## src/include/dpft_pkg.sv

```systemverilog
package dpft_pkg;

	// Timing
	localparam int CLK_PERIOD_NS       = 4;
	localparam int REF_PERIOD_NS       = 70;
	localparam int MUX_HOLD_NS         = REF_PERIOD_NS / 2;
	localparam int MUX_HOLD_CYCLES     = (MUX_HOLD_NS + CLK_PERIOD_NS - 1) / CLK_PERIOD_NS;
	localparam int TIMEOUT_MS          = 5;
	localparam int TIMEOUT_CYCLES_DEF  = TIMEOUT_MS * (1000000 / CLK_PERIOD_NS);
	localparam int RELOCK_MS           = 4;
	localparam int RELOCK_CYCLES_DEF   = RELOCK_MS * (1000000 / CLK_PERIOD_NS);

	// Widths
	localparam int FREQ_W  = 18;
	localparam int COUNT_W = 21;

	// VCO limits in kHz
	localparam logic [FREQ_W-1:0] VIDEO_MIN_KHZ      = 18'h0c350;
	localparam logic [FREQ_W-1:0] VIDEO_MAX_FULL_KHZ = 18'h20f58;
	localparam logic [FREQ_W-1:0] VIDEO_MAX_LOW_KHZ  = 18'h186a0;
	localparam logic [FREQ_W-1:0] MEMORY_MIN_KHZ     = 18'h09c40;
	localparam logic [FREQ_W-1:0] MEMORY_MAX_FULL_KHZ = 18'h186a0;
	localparam logic [FREQ_W-1:0] MEMORY_MAX_LOW_KHZ = 18'h13880;

	// Glide rate in kHz per clock
	localparam logic [FREQ_W-1:0] GLIDE_STEP_KHZ = 18'h00010;

	// Select code that swaps the memory register when the reset option is on
	localparam logic [1:0] SEL_SWAP_CODE = 2'h3;

	typedef struct packed {
		logic [1:0]        post_div;
		logic [FREQ_W-1:0] vco_khz;
	} dpft_setting_type;

	localparam dpft_setting_type VIDEO_RESET_SETTING  = '{post_div: 2'h1, vco_khz: 18'h11170};
	localparam dpft_setting_type MEMORY_RESET_SETTING = '{post_div: 2'h0, vco_khz: 18'h0ea60};

	typedef enum logic [2:0] {
		PH_IDLE       = 3'b000,
		PH_GLIDE      = 3'b001,
		PH_MUX_HOLD   = 3'b010,
		PH_MUX_SETTLE = 3'b011
	} dpft_phase_type;

	typedef enum logic {
		SRC_VCO   = 1'b0,
		SRC_SUBST = 1'b1
	} dpft_source_type;

	typedef struct packed {
		dpft_source_type   source;
		logic [1:0]        post_div;
		logic [FREQ_W-1:0] vco_khz;
	} dpft_clock_type;

	typedef struct packed {
		logic             valid;
		logic             to_memory;
		logic [1:0]       index;
		dpft_setting_type data;
	} dpft_write_type;

	typedef struct packed {
		dpft_phase_type     phase;
		logic               pending;
		logic [1:0]         seen_idx;
		dpft_clock_type     clk;
		dpft_setting_type   target;
		logic [COUNT_W-1:0] count;
	} dpft_chan_type;

endpackage : dpft_pkg

```

## src/hw/dpft_transition.sv

```systemverilog
module dpft_transition
	import dpft_pkg::*;
#(
	parameter int TIMEOUT_CYCLES = TIMEOUT_CYCLES_DEF,
	parameter int RELOCK_CYCLES  = RELOCK_CYCLES_DEF
) (
	// Clock and reset
	input  wire logic           CLK,
	input  wire logic           SYS_RST,
	// Configuration levels
	input  wire logic           REF_MUX_TRANSITION,
	input  wire logic           RESET_OPTION,
	input  wire logic           SPLIT_SUPPLY,
	// Pins
	input  wire logic           REGISTER_SELECT_LO,
	input  wire logic           REGISTER_SELECT_HI,
	input  wire logic           ANALOG_SUPPLY_TRIP,
	// Frequency register writes
	input  wire dpft_write_type WRITE,
	// Clock outputs
	output dpft_clock_type      VIDEO_CLOCK_OUT,
	output dpft_clock_type      MEMORY_CLOCK_OUT,
	// Status
	output logic                VIDEO_BUSY,
	output logic                MEMORY_BUSY,
	output logic                PLL_LOCKED
);

	typedef struct packed {
		logic [1:0]               sel_meta;
		logic [1:0]               sel_sync;
		logic                     trip_meta;
		logic                     trip_sync;
		logic                     trip_prev;
		logic [COUNT_W-1:0]       relock_count;
		logic                     locked;
		logic                     memory_first;
		dpft_setting_type [3:0]   video_bank;
		dpft_setting_type [1:0]   memory_bank;
		dpft_chan_type    [1:0]   chan;
	} dpft_state_type;

	localparam logic [COUNT_W-1:0] TIMEOUT_LOAD = COUNT_W'(TIMEOUT_CYCLES);
	localparam logic [COUNT_W-1:0] RELOCK_LOAD  = COUNT_W'(RELOCK_CYCLES);
	localparam logic [COUNT_W-1:0] HOLD_LOAD    = COUNT_W'(MUX_HOLD_CYCLES);

	dpft_state_type cur;
	dpft_state_type next_state;

	function automatic dpft_setting_type clamp_setting(
		input dpft_setting_type  s,
		input logic [FREQ_W-1:0] lo,
		input logic [FREQ_W-1:0] hi
	);
		dpft_setting_type r;
		r = s;
		if (s.vco_khz > hi) begin
			r.vco_khz = hi;
		end else if (s.vco_khz < lo) begin
			r.vco_khz = lo;
		end
		return r;
	endfunction : clamp_setting

	always_comb begin
		logic [1:0]        sel;
		logic [1:0]        idx [2];
		logic              trig [2];
		logic              sel_change [2];
		logic [FREQ_W-1:0] lim_lo;
		logic [FREQ_W-1:0] lim_hi;
		logic [FREQ_W-1:0] diff;
		dpft_setting_type  want;
		sel        = 2'h0;
		idx        = '{2'h0, 2'h0};
		trig       = '{1'b0, 1'b0};
		sel_change = '{1'b0, 1'b0};
		lim_lo     = '0;
		lim_hi     = '0;
		diff       = '0;
		want       = '0;
		next_state = cur;

		// Pin synchronisers
		next_state.sel_meta  = {REGISTER_SELECT_HI, REGISTER_SELECT_LO};
		next_state.sel_sync  = cur.sel_meta;
		next_state.trip_meta = ANALOG_SUPPLY_TRIP;
		next_state.trip_sync = cur.trip_meta;
		next_state.trip_prev = cur.trip_sync;
		sel = cur.sel_sync;

		// Register writes
		if (WRITE.valid) begin
			if (WRITE.to_memory) begin
				next_state.memory_bank[WRITE.index[0]] = WRITE.data;
			end else begin
				next_state.video_bank[WRITE.index] = WRITE.data;
			end
		end

		idx[0] = sel;
		idx[1] = (RESET_OPTION && sel == SEL_SWAP_CODE) ? 2'h1 : 2'h0;
		for (int i = 0; i < 2; i++) begin
			sel_change[i] = idx[i] != cur.chan[i].seen_idx;
			trig[i] = sel_change[i] || (WRITE.valid && WRITE.to_memory == (i == 1)
				&& (i == 1 ? WRITE.index[0] == idx[1][0] : WRITE.index == idx[0]));
			next_state.chan[i].seen_idx = idx[i];
		end

		if (RESET_OPTION && sel_change[1] && sel_change[0]) begin
			next_state.memory_first = 1'b1;
		end else if (cur.memory_first && cur.chan[1].phase == PH_IDLE && !cur.chan[1].pending) begin
			next_state.memory_first = 1'b0;
		end

		for (int i = 0; i < 2; i++) begin
			if (i == 0) begin
				lim_lo = VIDEO_MIN_KHZ;
				lim_hi = SPLIT_SUPPLY ? VIDEO_MAX_LOW_KHZ : VIDEO_MAX_FULL_KHZ;
				want   = clamp_setting(cur.video_bank[idx[0]], lim_lo, lim_hi);
			end else begin
				lim_lo = MEMORY_MIN_KHZ;
				lim_hi = SPLIT_SUPPLY ? MEMORY_MAX_LOW_KHZ : MEMORY_MAX_FULL_KHZ;
				want   = clamp_setting(cur.memory_bank[idx[1][0]], lim_lo, lim_hi);
			end
			case (cur.chan[i].phase)
				PH_IDLE: begin
					if (cur.chan[i].pending && !(i == 0 && cur.memory_first)) begin
						next_state.chan[i].pending = 1'b0;
						next_state.chan[i].target  = want;
						if (REF_MUX_TRANSITION) begin
							next_state.chan[i].phase = PH_MUX_HOLD;
							next_state.chan[i].count = HOLD_LOAD;
						end else begin
							next_state.chan[i].phase = PH_GLIDE;
							if (want.post_div > cur.chan[i].clk.post_div) begin
								next_state.chan[i].clk.post_div = want.post_div;
							end
						end
					end
				end
				PH_GLIDE: begin
					if (cur.chan[i].clk.vco_khz < cur.chan[i].target.vco_khz) begin
						diff = cur.chan[i].target.vco_khz - cur.chan[i].clk.vco_khz;
						next_state.chan[i].clk.vco_khz = cur.chan[i].clk.vco_khz
							+ ((diff < GLIDE_STEP_KHZ) ? diff : GLIDE_STEP_KHZ);
					end else if (cur.chan[i].clk.vco_khz > cur.chan[i].target.vco_khz) begin
						diff = cur.chan[i].clk.vco_khz - cur.chan[i].target.vco_khz;
						next_state.chan[i].clk.vco_khz = cur.chan[i].clk.vco_khz
							- ((diff < GLIDE_STEP_KHZ) ? diff : GLIDE_STEP_KHZ);
					end else begin
						next_state.chan[i].clk.post_div = cur.chan[i].target.post_div;
						next_state.chan[i].phase        = PH_IDLE;
					end
				end
				PH_MUX_HOLD: begin
					if (cur.chan[i].count <= COUNT_W'(1)) begin
						next_state.chan[i].clk.source   = SRC_SUBST;
						next_state.chan[i].clk.vco_khz  = cur.chan[i].target.vco_khz;
						next_state.chan[i].clk.post_div = cur.chan[i].target.post_div;
						next_state.chan[i].count        = TIMEOUT_LOAD;
						next_state.chan[i].phase        = PH_MUX_SETTLE;
					end else begin
						next_state.chan[i].count = cur.chan[i].count - COUNT_W'(1);
					end
				end
				PH_MUX_SETTLE: begin
					if (cur.chan[i].count <= COUNT_W'(1)) begin
						next_state.chan[i].clk.source = SRC_VCO;
						next_state.chan[i].count      = '0;
						next_state.chan[i].phase      = PH_IDLE;
					end else begin
						next_state.chan[i].count = cur.chan[i].count - COUNT_W'(1);
					end
				end
				default: begin
					next_state.chan[i].phase = PH_IDLE;
				end
			endcase
			// Trigger wins over clear
			if (trig[i]) begin
				next_state.chan[i].pending = 1'b1;
			end
		end

		if (cur.trip_sync != cur.trip_prev) begin
			next_state.locked       = 1'b0;
			next_state.relock_count = RELOCK_LOAD;
		end else if (cur.relock_count != '0) begin
			next_state.relock_count = cur.relock_count - COUNT_W'(1);
			if (cur.relock_count == COUNT_W'(1)) begin
				next_state.locked = 1'b1;
			end
		end

		if (SYS_RST) begin
			next_state        = '0;
			next_state.locked = 1'b1;
			for (int k = 0; k < 4; k++) begin
				next_state.video_bank[k] = VIDEO_RESET_SETTING;
			end
			for (int k = 0; k < 2; k++) begin
				next_state.memory_bank[k] = MEMORY_RESET_SETTING;
			end
			next_state.chan[0].clk.post_div = VIDEO_RESET_SETTING.post_div;
			next_state.chan[0].clk.vco_khz  = VIDEO_RESET_SETTING.vco_khz;
			next_state.chan[0].target       = VIDEO_RESET_SETTING;
			next_state.chan[1].clk.post_div = MEMORY_RESET_SETTING.post_div;
			next_state.chan[1].clk.vco_khz  = MEMORY_RESET_SETTING.vco_khz;
			next_state.chan[1].target       = MEMORY_RESET_SETTING;
		end
	end

	always_ff @(posedge CLK) begin
		cur <= next_state;
	end

	assign VIDEO_CLOCK_OUT  = cur.chan[0].clk;
	assign MEMORY_CLOCK_OUT = cur.chan[1].clk;
	assign VIDEO_BUSY       = cur.chan[0].phase != PH_IDLE;
	assign MEMORY_BUSY      = cur.chan[1].phase != PH_IDLE;
	assign PLL_LOCKED       = cur.locked;

endmodule : dpft_transition

```

## config.mk

```make
export PLATFORM = sky130hd
export DESIGN_NAME = dpft_transition
export DESIGN_NICKNAME = d
export VERILOG_FILES = /design/src/include/dpft_pkg.sv /design/src/hw/dpft_transition.sv
export SDC_FILE = /design/constraint.sdc
export NUM_CORES = 1
export LEC_CHECK = 0
export ABC_AREA = 1
export ABC_CLOCK_PERIOD_IN_PS = 5000
export BUFFER_PORTS_ARGS = -buffer_cell sky130_fd_sc_hd__buf_2
export CORE_MARGIN = 1.5
export CORE_UTILIZATION = 30
export CTS_BUF_LIST = sky130_fd_sc_hd__clkbuf_4
export DETAILED_ROUTE_END_ITERATION = 6
export GPL_TIMING_DRIVEN = 1
export PLACE_DENSITY = 0.48
export SLEW_MARGIN = 0
export SYNTH_ARGS = -nofsm -noshare
export SYNTH_HDL_FRONTEND = slang
export SYNTH_SLANG_ARGS = --single-unit
export TNS_END_PERCENT = 100
```

## constraint.sdc

```tcl
create_clock -name CLK -period 5 [get_ports CLK]
set_input_delay 1 -clock CLK [delete_from_list [all_inputs] [get_ports CLK]]
set_output_delay 1 -clock CLK [all_outputs]
set_load 0.01 [all_outputs]
```

### Word level (Yosys, flattened, before mapping)

Index checks and enable logic that the tools add are counted.
Widths: inputs -> output; s select.

| cells by class | value |
|---|---|
| div/mod/pow operators | 0 |
| $lt $le $gt $ge | 22 |
| equality and inequality tests | 31 |
| shifts and indexed selects | 0 |
| add/sub/neg operators | 11 |
| mux-type cells | 76 |
| reductions and logical operators | 52 |
| bitwise logic cells | 1 |
| multiply operators | 0 |

Operators with widths:

| cell | number |
|---|---|
| $mux 18 | 13 |
| $mux 21 | 11 |
| $pmux 21 s3 | 2 |
| $sub 18x18->18 | 6 |
| $mux 20 | 5 |
| $bwmux 80 | 1 |
| $lt 18x5->1 const B | 4 |
| $pmux 18 s2 | 2 |
| $sub 21x1->21 const B | 3 |
| $gt 18x18->1 | 3 |
| $le 21x1->1 const B | 2 |
| $bmux 20 s2 | 1 |
| $bwmux 40 | 1 |
| $demux 20 s2 | 1 |
| $add 18x18->18 | 2 |
| $lt 18x16->1 const B | 2 |
| $lt 18x18->1 | 2 |
| $ne 2x2->1 const B | 15 |
| $mux 3 | 8 |
| $pmux 3 s4 | 2 |
| $mux 2 | 11 |
| $eq 21x1->1 const B | 1 |
| $reduce_bool 21->1 | 1 |
| $demux 20 s1 | 1 |
| other kinds (33) | 93 |

| storage, ports and cells | value |
|---|---|
| memories | 0 |
| output and inout port bits | 45 |
| bits in registers | 286 |
| latch bits | 0 |
| logic and storage cells | 232 |
| memory bits (read-only) | 0 |
| memory bits (writable) | 0 |
| input port bits | 32 |

### Depth between registers and ports, before layout

Gate-level depths: netlist of run 1.

| logic depth | value |
|---|---|
| word-level depth | 10 |
| gate-level depth with buffers | 38 |
| depth with buffers taken out | 37 |

### Least setup slack after synthesis of run 1

No wires, ideal clock.

| path | value |
|---|---|
| kind | register to register |
| start | reg cur (netlist bit MEMORY_CLOCK_OUT[1]) |
| end | reg cur (netlist bit MEMORY_CLOCK_OUT[15]) |
| setup time | 139 ps |
| cell stages (with the launch flop) | 32 |
| data arrival time | 4339 ps |
| data required time | 4861 ps |
| clock period less this slack | 4479 ps |
| path slack | 521 ps |
| buffers on the path | 0 |
| path through | dfxtp_1 inv_1 fa_1 nand3_1 nand3_1 nand2_1 nand2_1 nand2_1 nand3_1 nand2_1 nand3_1 nor2_4 nand3_4 inv_1 nand2_1 ha_1 a21oi_1 o21ai_0 o21a_1 ha_1 inv_1 o31a_1 o21ai_0 a21oi_1 o21ai_0 nand2_1 nand2_1 a21oi_1 o21ai_0 o21ai_0 nand2_1 o211ai_1 |

| between the ends | value |
|---|---|
| longest elaborated chain between the ends | 7 |
| elaborated cells between the ends (all ways) | 15 |
| those cells by class | 4 x add/sub; 4 x order compare; 1 x eq/ne; 5 x mux; 1 x reduce/logical |

Ends and longest elaborated chain:

| what | RTL line | source |
|---|---|---|
| start, declared | dpft_transition.sv:47 | `dpft_state_type cur;` |
| start signal, assigned | dpft_transition.sv:215 | `cur <= next_state;` |
| $sub 18x18->18 | dpft_transition.sv:148 | `diff = cur.chan[i].clk.vco_khz - cur.chan[i].target.vco_khz;` |
| $lt 18x5->1 | dpft_transition.sv:150 | `- ((diff < GLIDE_STEP_KHZ) ? diff : GLIDE_STEP_KHZ);` |
| $mux 18 | dpft_transition.sv:150 |  |
| $sub 18x18->18 | dpft_transition.sv:150 |  |
| $mux 18 | dpft_transition.sv:147 | `end else if (cur.chan[i].clk.vco_khz > cur.chan[i].target.vco_khz) begin` |
| $mux 18 | dpft_transition.sv:143 | `if (cur.chan[i].clk.vco_khz < cur.chan[i].target.vco_khz) begin` |
| $pmux 18 s2 | dpft_transition.sv:126 | `case (cur.chan[i].phase)` |

Several ways; a longest one is shown, not always the timed one. The select of a mux whose other input is x is not followed.
A chain may end at the register's enable or synchronous reset.

### Final worst setup path of run 1

| path | value |
|---|---|
| start | reg cur (netlist bit MEMORY_CLOCK_OUT[0]) |
| end | reg cur (netlist bit MEMORY_CLOCK_OUT[13]) |

Same word-level chain as after synthesis.

==> flow_metrics.py, run 1 <==
metrics = {
    "status": {
        "status": "finished clean",
    },
    "worst_setup_path": {
        "required_ns": 5.68,
        "crit_path_start_kind": "flop",
        "critPathBufInv": 2,
        "arrival_ns": 5.37,
        "crit_top_cell": "nand2_1",
        "critPathMaxFanout": 6,
        "cp_top_family": "simple AND/OR/NAND/NOR gates",
        "setup.worst_path.class": "flop to flop",
        "cp-startpoint": "MEMORY_CLOCK_OUT[0]",
        "slowest_delay_ns": 0.39,
        "crit_path_end_kind": "flop",
        "slowest_stage": "fa_1",
        "r2r-start": "MEMORY_CLOCK_OUT[0]",
    },
    "clocking": {
        "cts.sinks": 283,
        "clockRootBuffer": "clkbuf_4",
        "clk_pin_slew_ns": 0.07,
        "cts_hold_buf": 0,
        "cts_buffers": 83,
        "cts_tree": "yes",
        "cts_max_path_buffers": 3,
        "htreeDepth": 3,
        "insertion_delay_ns": 0.84,
    },
    "synthesis": {
        "ys_seq_area_share_pct": 28.3,
        "synth_flop_cell": "dfxtp_1",
        "synth_edf_count": 0,
        "postSynthAreaPerCell_sq_um": 6.64,
        "ys_ff_latch": 283,
        "syn_inst": 3008,
        "syn_area_sq_um": 20000,
        "synth_nets": 3187,
        "synth_cell_types": 75,
        "synth-warning-count": 0,
        "synth-async-reset-ratio_pct": 0,
    },
    "die": {
        "start_util_pct": 30.3,
        "rows": 94,
        "io_pins": 77,
        "die_area_sq_um": 68200,
        "die_w_microns": 261,
        "core_sq_um": 65900,
        "die_y_microns": 261,
    },
    "cells_and_area": {
        "layoutNonFillerInstCount": 4069,
        "nNetsFinal": 3324,
        "fin_util_pct": 34.9,
        "drive_above_1_share_pct": 16.1,
        "area_growth_pct": 14.9,
    },
    "detailed_routing": {
        "via_count": 19529,
        "wl_per_cell_microns": 16.0,
        "antenna_left": 0,
        "wl_mm": 65.2,
        "dr.pass1.iters": 5,
        "drtIter0Drc": 1288,
        "drc_errors": 0,
        "avgViaCountPerCell": 4.80,
    },
    "placement": {
        "port_buffers": 76,
        "dpl.hpwl_mm": 48.8,
        "dpl.cell_count": 3920,
        "gp_congestion": 0.925,
    },
    "sta": {
        "fin_skew_ns": 0.0737,
        "tightestPinTransition_ns": 0.883,
        "slew_viol_final": 0,
        "post-route-min-period_ns": 4.69,
        "slew_headroom_pct": 41.0,
        "clock.fmax_ghz": 0.213,
        "setup_viol": 0,
        "tns_ns": 0,
        "hold_viol": 0,
        "period_share_pct": 93.9,
        "timing.hold.ws_ns": 0.402,
    },
    "power": {
        "leakage_nw": 11.1,
        "power_density_nw_per_um2": 820,
        "peakVddDrop_mv": 0.433,
        "power_mw": 18.8,
    },
    "global_route": {
        "gr-total-overflow": 0,
        "antenna_found_initial": 7,
        "track_usage_pct": 19.2,
        "grt_pass1_wl_mm": 104,
        "grt_pass1_vias": 19031,
        "grt_max_degree": 72,
    },
    "flow_run": {
        "drv_cap": 0,
    },
    "worst_hold_path": {
        "holdCritPathClass": "flop to flop",
        "hp-start": "cur[285]",
    },
}
==> worst register-to-register path: cells and delay by family, from the launching register on <==
kind	cells	cell delay, ns
and+or+nand+nor	16	1.52
AOI/OAI and AO/OA	7	1.24
adders and majority gates	4	1.12
DFF	1	0.37
xor gates and xnor gates	1	0.17
buffers and inverters	2	0.17
==> worst paths after layout <==
path	end	cells after the start	slack (ns)
max reg2reg	MEMORY_CLOCK_OUT[13]	30	0.31
min	cur[283]	2	0.40
max	MEMORY_CLOCK_OUT[13]	30	0.31
min reg2reg	cur[283]	2	0.40
==> synth_stat cells (all sizes together), types with 12 or more instances <==
master	instances	area share, %
nor4	19	0.63
nand2	702	13
or2	13	0.41
clkbuf	72	1.4
nor3	43	1.3
ha	141	8.8
nand4	40	1.3
nand3	145	3.9
a211oi	16	0.65
dfxtp	283	28
xor2	74	3.2
inv	374	7.0
o21ai	251	6.4
buf	75	2.5
o21bai	12	0.49
nor2	347	6.9
o211ai	35	1.6
xnor2	33	1.4
a21oi	238	6.1
==> layout by cell type (no fill, tap or decap), types with 75 or more instances in the layout <==
cell type,netlist,final
dfxtp_1,283,275
buf_4,49,124
nand3_1,139,136
a21oi_1,234,217
nor2_1,328,323
inv_1,351,346
nand2_1,686,681
clkbuf_4,0,117
ha_1,141,119
buf_2,20,75
o21ai_0,224,214
==> timing repair <==
item	4_1_cts	5_1_grt
buffers inserted	0	4
pin swaps	0	12
gates cloned	0	0
endpoints found under the setup margin	3	22
resized for setup	2	94
==> stage by stage <==
step	area [sq um]	setup slack, ns
after floorplan	20000	0.521
after global placement	21600	0.0000453
after detailed placement	21600	0.00892
after CTS	22600	0.00122
after global routing	23000	-0.0266
final	23000	0.307
==> cell type report <==
cell class / count / area (sq um)
diodes: 6 / 15.0
clock buffers: 117 / 878
clock inverters: 22 / 134
fillers: 7311 / 42900
inverters: 377 / 1420
multi-input cells: 2201 / 12400
flip-flops and latches: 283 / 5680
well taps: 864 / 1080
repair buffers: 199 / 1310
==> logic make-up after synthesis <==
family | share of synthesized area (%)
and+or+nand+nor | 28.6
AOI/OAI and AO/OA | 17.9
buffers and inverters | 11.0
DFF | 28.3
adders and majority gates | 9.43
xor gates and xnor gates | 4.69
muxes | 0.0501
==> where the power goes <==
group / switching [mW] / internal [mW] / leakage (nW)
combinational: 8.58 / 5.04 / 8.24
sequential: 0.345 / 2.67 / 2.32
clock: 1.08 / 1.13 / 0.593
==> per-layer routing <==
metal,track usage (%),wire length [microns]
met1,24.9,30800
met2,32.2,30200
met3,3.25,2490
met4,6.31,1620
met5,0,21
==> registers in the layout, indices dropped and copies added (netlist names) <==
| signal | count |
|---|---|
| VIDEO_CLOCK_OUT | 21 |
| PLL_LOCKED | 1 |
| MEMORY_CLOCK_OUT | 21 |
| cur | 240 |
Note: power is estimated with default switching activity, not from simulation.
==> run 2, diff against run 1 <==
--- a/config.mk
+++ b/config.mk
@@ -8,7 +8,8 @@
 export ABC_AREA = 1
 export ABC_CLOCK_PERIOD_IN_PS = 5000
 export BUFFER_PORTS_ARGS = -buffer_cell sky130_fd_sc_hd__buf_2
-export CORE_MARGIN = 1.5
+export CAP_MARGIN = 20
+export CORE_MARGIN = 3
 export CORE_UTILIZATION = 30
 export CTS_BUF_LIST = sky130_fd_sc_hd__clkbuf_4
 export DETAILED_ROUTE_END_ITERATION = 6
==> run 2 against run 1 <==
Effect of this change:
- die area is 2.3% higher
- first-iteration DRC count decreased by 8.1%
- critical path depth shrank 1
- sequential cell count did not move
- maximum frequency is essentially flat
- highest routed layer is now met4
- global-route usage is 0.77 points lower
- utilization grew 0.71 points
- worst hold slack got worse by 0.037 ns
- via count unchanged
- critical endpoint is now VIDEO_CLOCK_OUT[17]
- cell count unchanged
==> flow_metrics.py, run 2 (synthesis results as in run 1) <==
metrics = {
    "status": {
        "status": "finished clean",
    },
    "cells_and_area": {
        "fin_area_sq_um": 23200,
        "mostFrequentLayoutCells": "676 x nand2_1, 345 x inv_1, 322 x nor2_1",
        "layout.area.seq_sq_um": 5680,
        "nNetsFinal": 3332,
        "final_common_cell": "nand2_1",
        "top_register": "cur",
        "largest_reg_flops": 240,
        "multiInputGateArea_sq_um": 12600,
        "fill_cells": 7193,
        "drive_above_1_share_pct": 16.9,
        "area_growth_pct": 16.0,
    },
    "sta": {
        "rsz0062_at_grt": "yes",
        "tightestPinTransition_ns": 0.916,
        "post-route-min-period_ns": 4.69,
        "fin_skew_ns": 0.0517,
        "hold_viol": 0,
        "setup_slack_ns": 0.308,
        "clock.fmax_ghz": 0.213,
        "setup_viol": 0,
        "slew_headroom_pct": 38.5,
        "slew_viol_final": 0,
        "period_share_pct": 93.8,
    },
    "detailed_routing": {
        "avgViaCountPerCell": 4.80,
        "dr.pass1.iters": 5,
        "drc_errors": 0,
        "drtIter0Drc": 1184,
        "antenna_left": 0,
        "wl_mm": 66.0,
        "via_count": 19529,
        "wl_per_cell_microns": 16.2,
    },
    "die": {
        "rows": 93,
        "die_w_microns": 264,
        "io_pins": 77,
        "core_sq_um": 65200,
        "die_area_sq_um": 69800,
        "start_util_pct": 30.7,
        "die_y_microns": 264,
    },
    "worst_setup_path": {
        "slowest_delay_ns": 0.49,
        "arrival_ns": 5.38,
        "critPathMaxFanout": 6,
        "reg2reg_to": "VIDEO_CLOCK_OUT[17]",
        "crit_path_start_kind": "flop",
        "crit_path_end_kind": "flop",
        "setup.worst_path.class": "flop to flop",
        "crit_top_cell": "nand2_1",
        "required_ns": 5.69,
        "slowest_stage": "dfxtp_1",
        "r2r_slack_ns": 0.31,
        "r2r-start": "cur[28]",
        "worst_r2r_path_depth": 29,
    },
    "clocking": {
        "cts.sinks": 283,
        "htreeDepth": 3,
        "clockRootBuffer": "clkbuf_4",
        "insertion_delay_ns": 0.85,
        "clk_pin_slew_ns": 0.06,
        "cts_buffers": 85,
        "cts_tree": "yes",
        "cts_max_path_buffers": 3,
        "cts_hold_buf": 0,
    },
    "placement": {
        "post_dp_cell_area_sq_um": 21600,
        "port_buffers": 76,
        "dpl.hpwl_mm": 48.9,
        "pre_cts_slack_ns": 0.00500,
        "gp_congestion": 0.918,
    },
    "worst_hold_path": {
        "holdCritPathClass": "input pin to flop",
        "hp-start": "ANALOG_SUPPLY_TRIP",
        "whs_path_depth": 3,
        "whs_endpoint": "cur[281]",
    },
    "global_route": {
        "grt_pass1_vias": 19026,
        "antenna_found_initial": 6,
        "grt_max_degree": 120,
        "track_usage_pct": 18.4,
        "grt_pass1_wl_mm": 104,
        "gr-total-overflow": 0,
    },
    "flow_run": {
        "drv_cap": 0,
    },
}
==> run 2: worst max path at each step <==
stage,end,slack [ns],start,cells after the start
CTS,VIDEO_CLOCK_OUT[14],0.007,VIDEO_CLOCK_OUT[7],31
finish,VIDEO_CLOCK_OUT[17],0.31,cur[28],29
global placement,VIDEO_CLOCK_OUT[14],0.09,VIDEO_CLOCK_OUT[0],31
global route,VIDEO_CLOCK_OUT[14],-0.03,VIDEO_CLOCK_OUT[6],31
floorplan,MEMORY_CLOCK_OUT[15],0.52,MEMORY_CLOCK_OUT[1],31
detailed placement,VIDEO_CLOCK_OUT[14],0.005,VIDEO_CLOCK_OUT[0],31
==> run 2: critical path, delay by kind of cell, from the launching register on <==
kind,cells,cell delay (ns)
buffers and inverters,4,0.44
AND/OR/NAND/NOR,16,1.66
AO/OA/AOI/OAI,5,0.82
flip-flops,1,0.49
adder cells (fa/ha/maj),3,0.85
XOR/XNOR,1,0.26
==> run 2: through the flow <==
| stage | instances | util [%] | setup TNS [ns] | hold slack (ns) |
|---|---|---|---|---|
| 3_5_place_dp | 3916 | 33.2 | 0 | 0.394 |
| 3_3_place_gp | 3916 | 33.2 | 0 | 0.394 |
| 6_report | 4069 | 35.6 | 0 | 0.366 |
| 2_1_floorplan | 3008 | - | 0 | 0.388 |
| 5_1_grt | 4065 | 35.5 | -0.127 | 0.278 |
| 4_1_cts | 4056 | 34.8 | 0 | 0.261 |
==> run 2: layout make-up <==
class	instances	area share, %
Tap cell	855	4.62
Inverter	377	6.13
Multi-Input combinational cell	2201	54.2
Antenna cell	8	0.0864
Timing Repair Buffer	205	5.94
Sequential cell	283	24.5
Clock buffer	123	3.98
Clock inverter	17	0.561
==> run 2: timing repair <==
item / 4_1_cts / 5_1_grt
gates resized for setup: 1 / 117
buffers inserted: 0 / 5
pin swaps: 0 / 16
setup endpoints to repair: 1 / 22
==> run 2: layer usage <==
layer | global-route usage, % | part of all wire, %
met1 | 24.1 | 47
met2 | 30.5 | 45
met3 | 3.35 | 4.5
met4 | 6.12 | 2.9
met5 | 0 | 0
Power of run 2 is not shown: default switching activity piles up to over one toggle a cycle in this logic, so the estimate is an artifact.
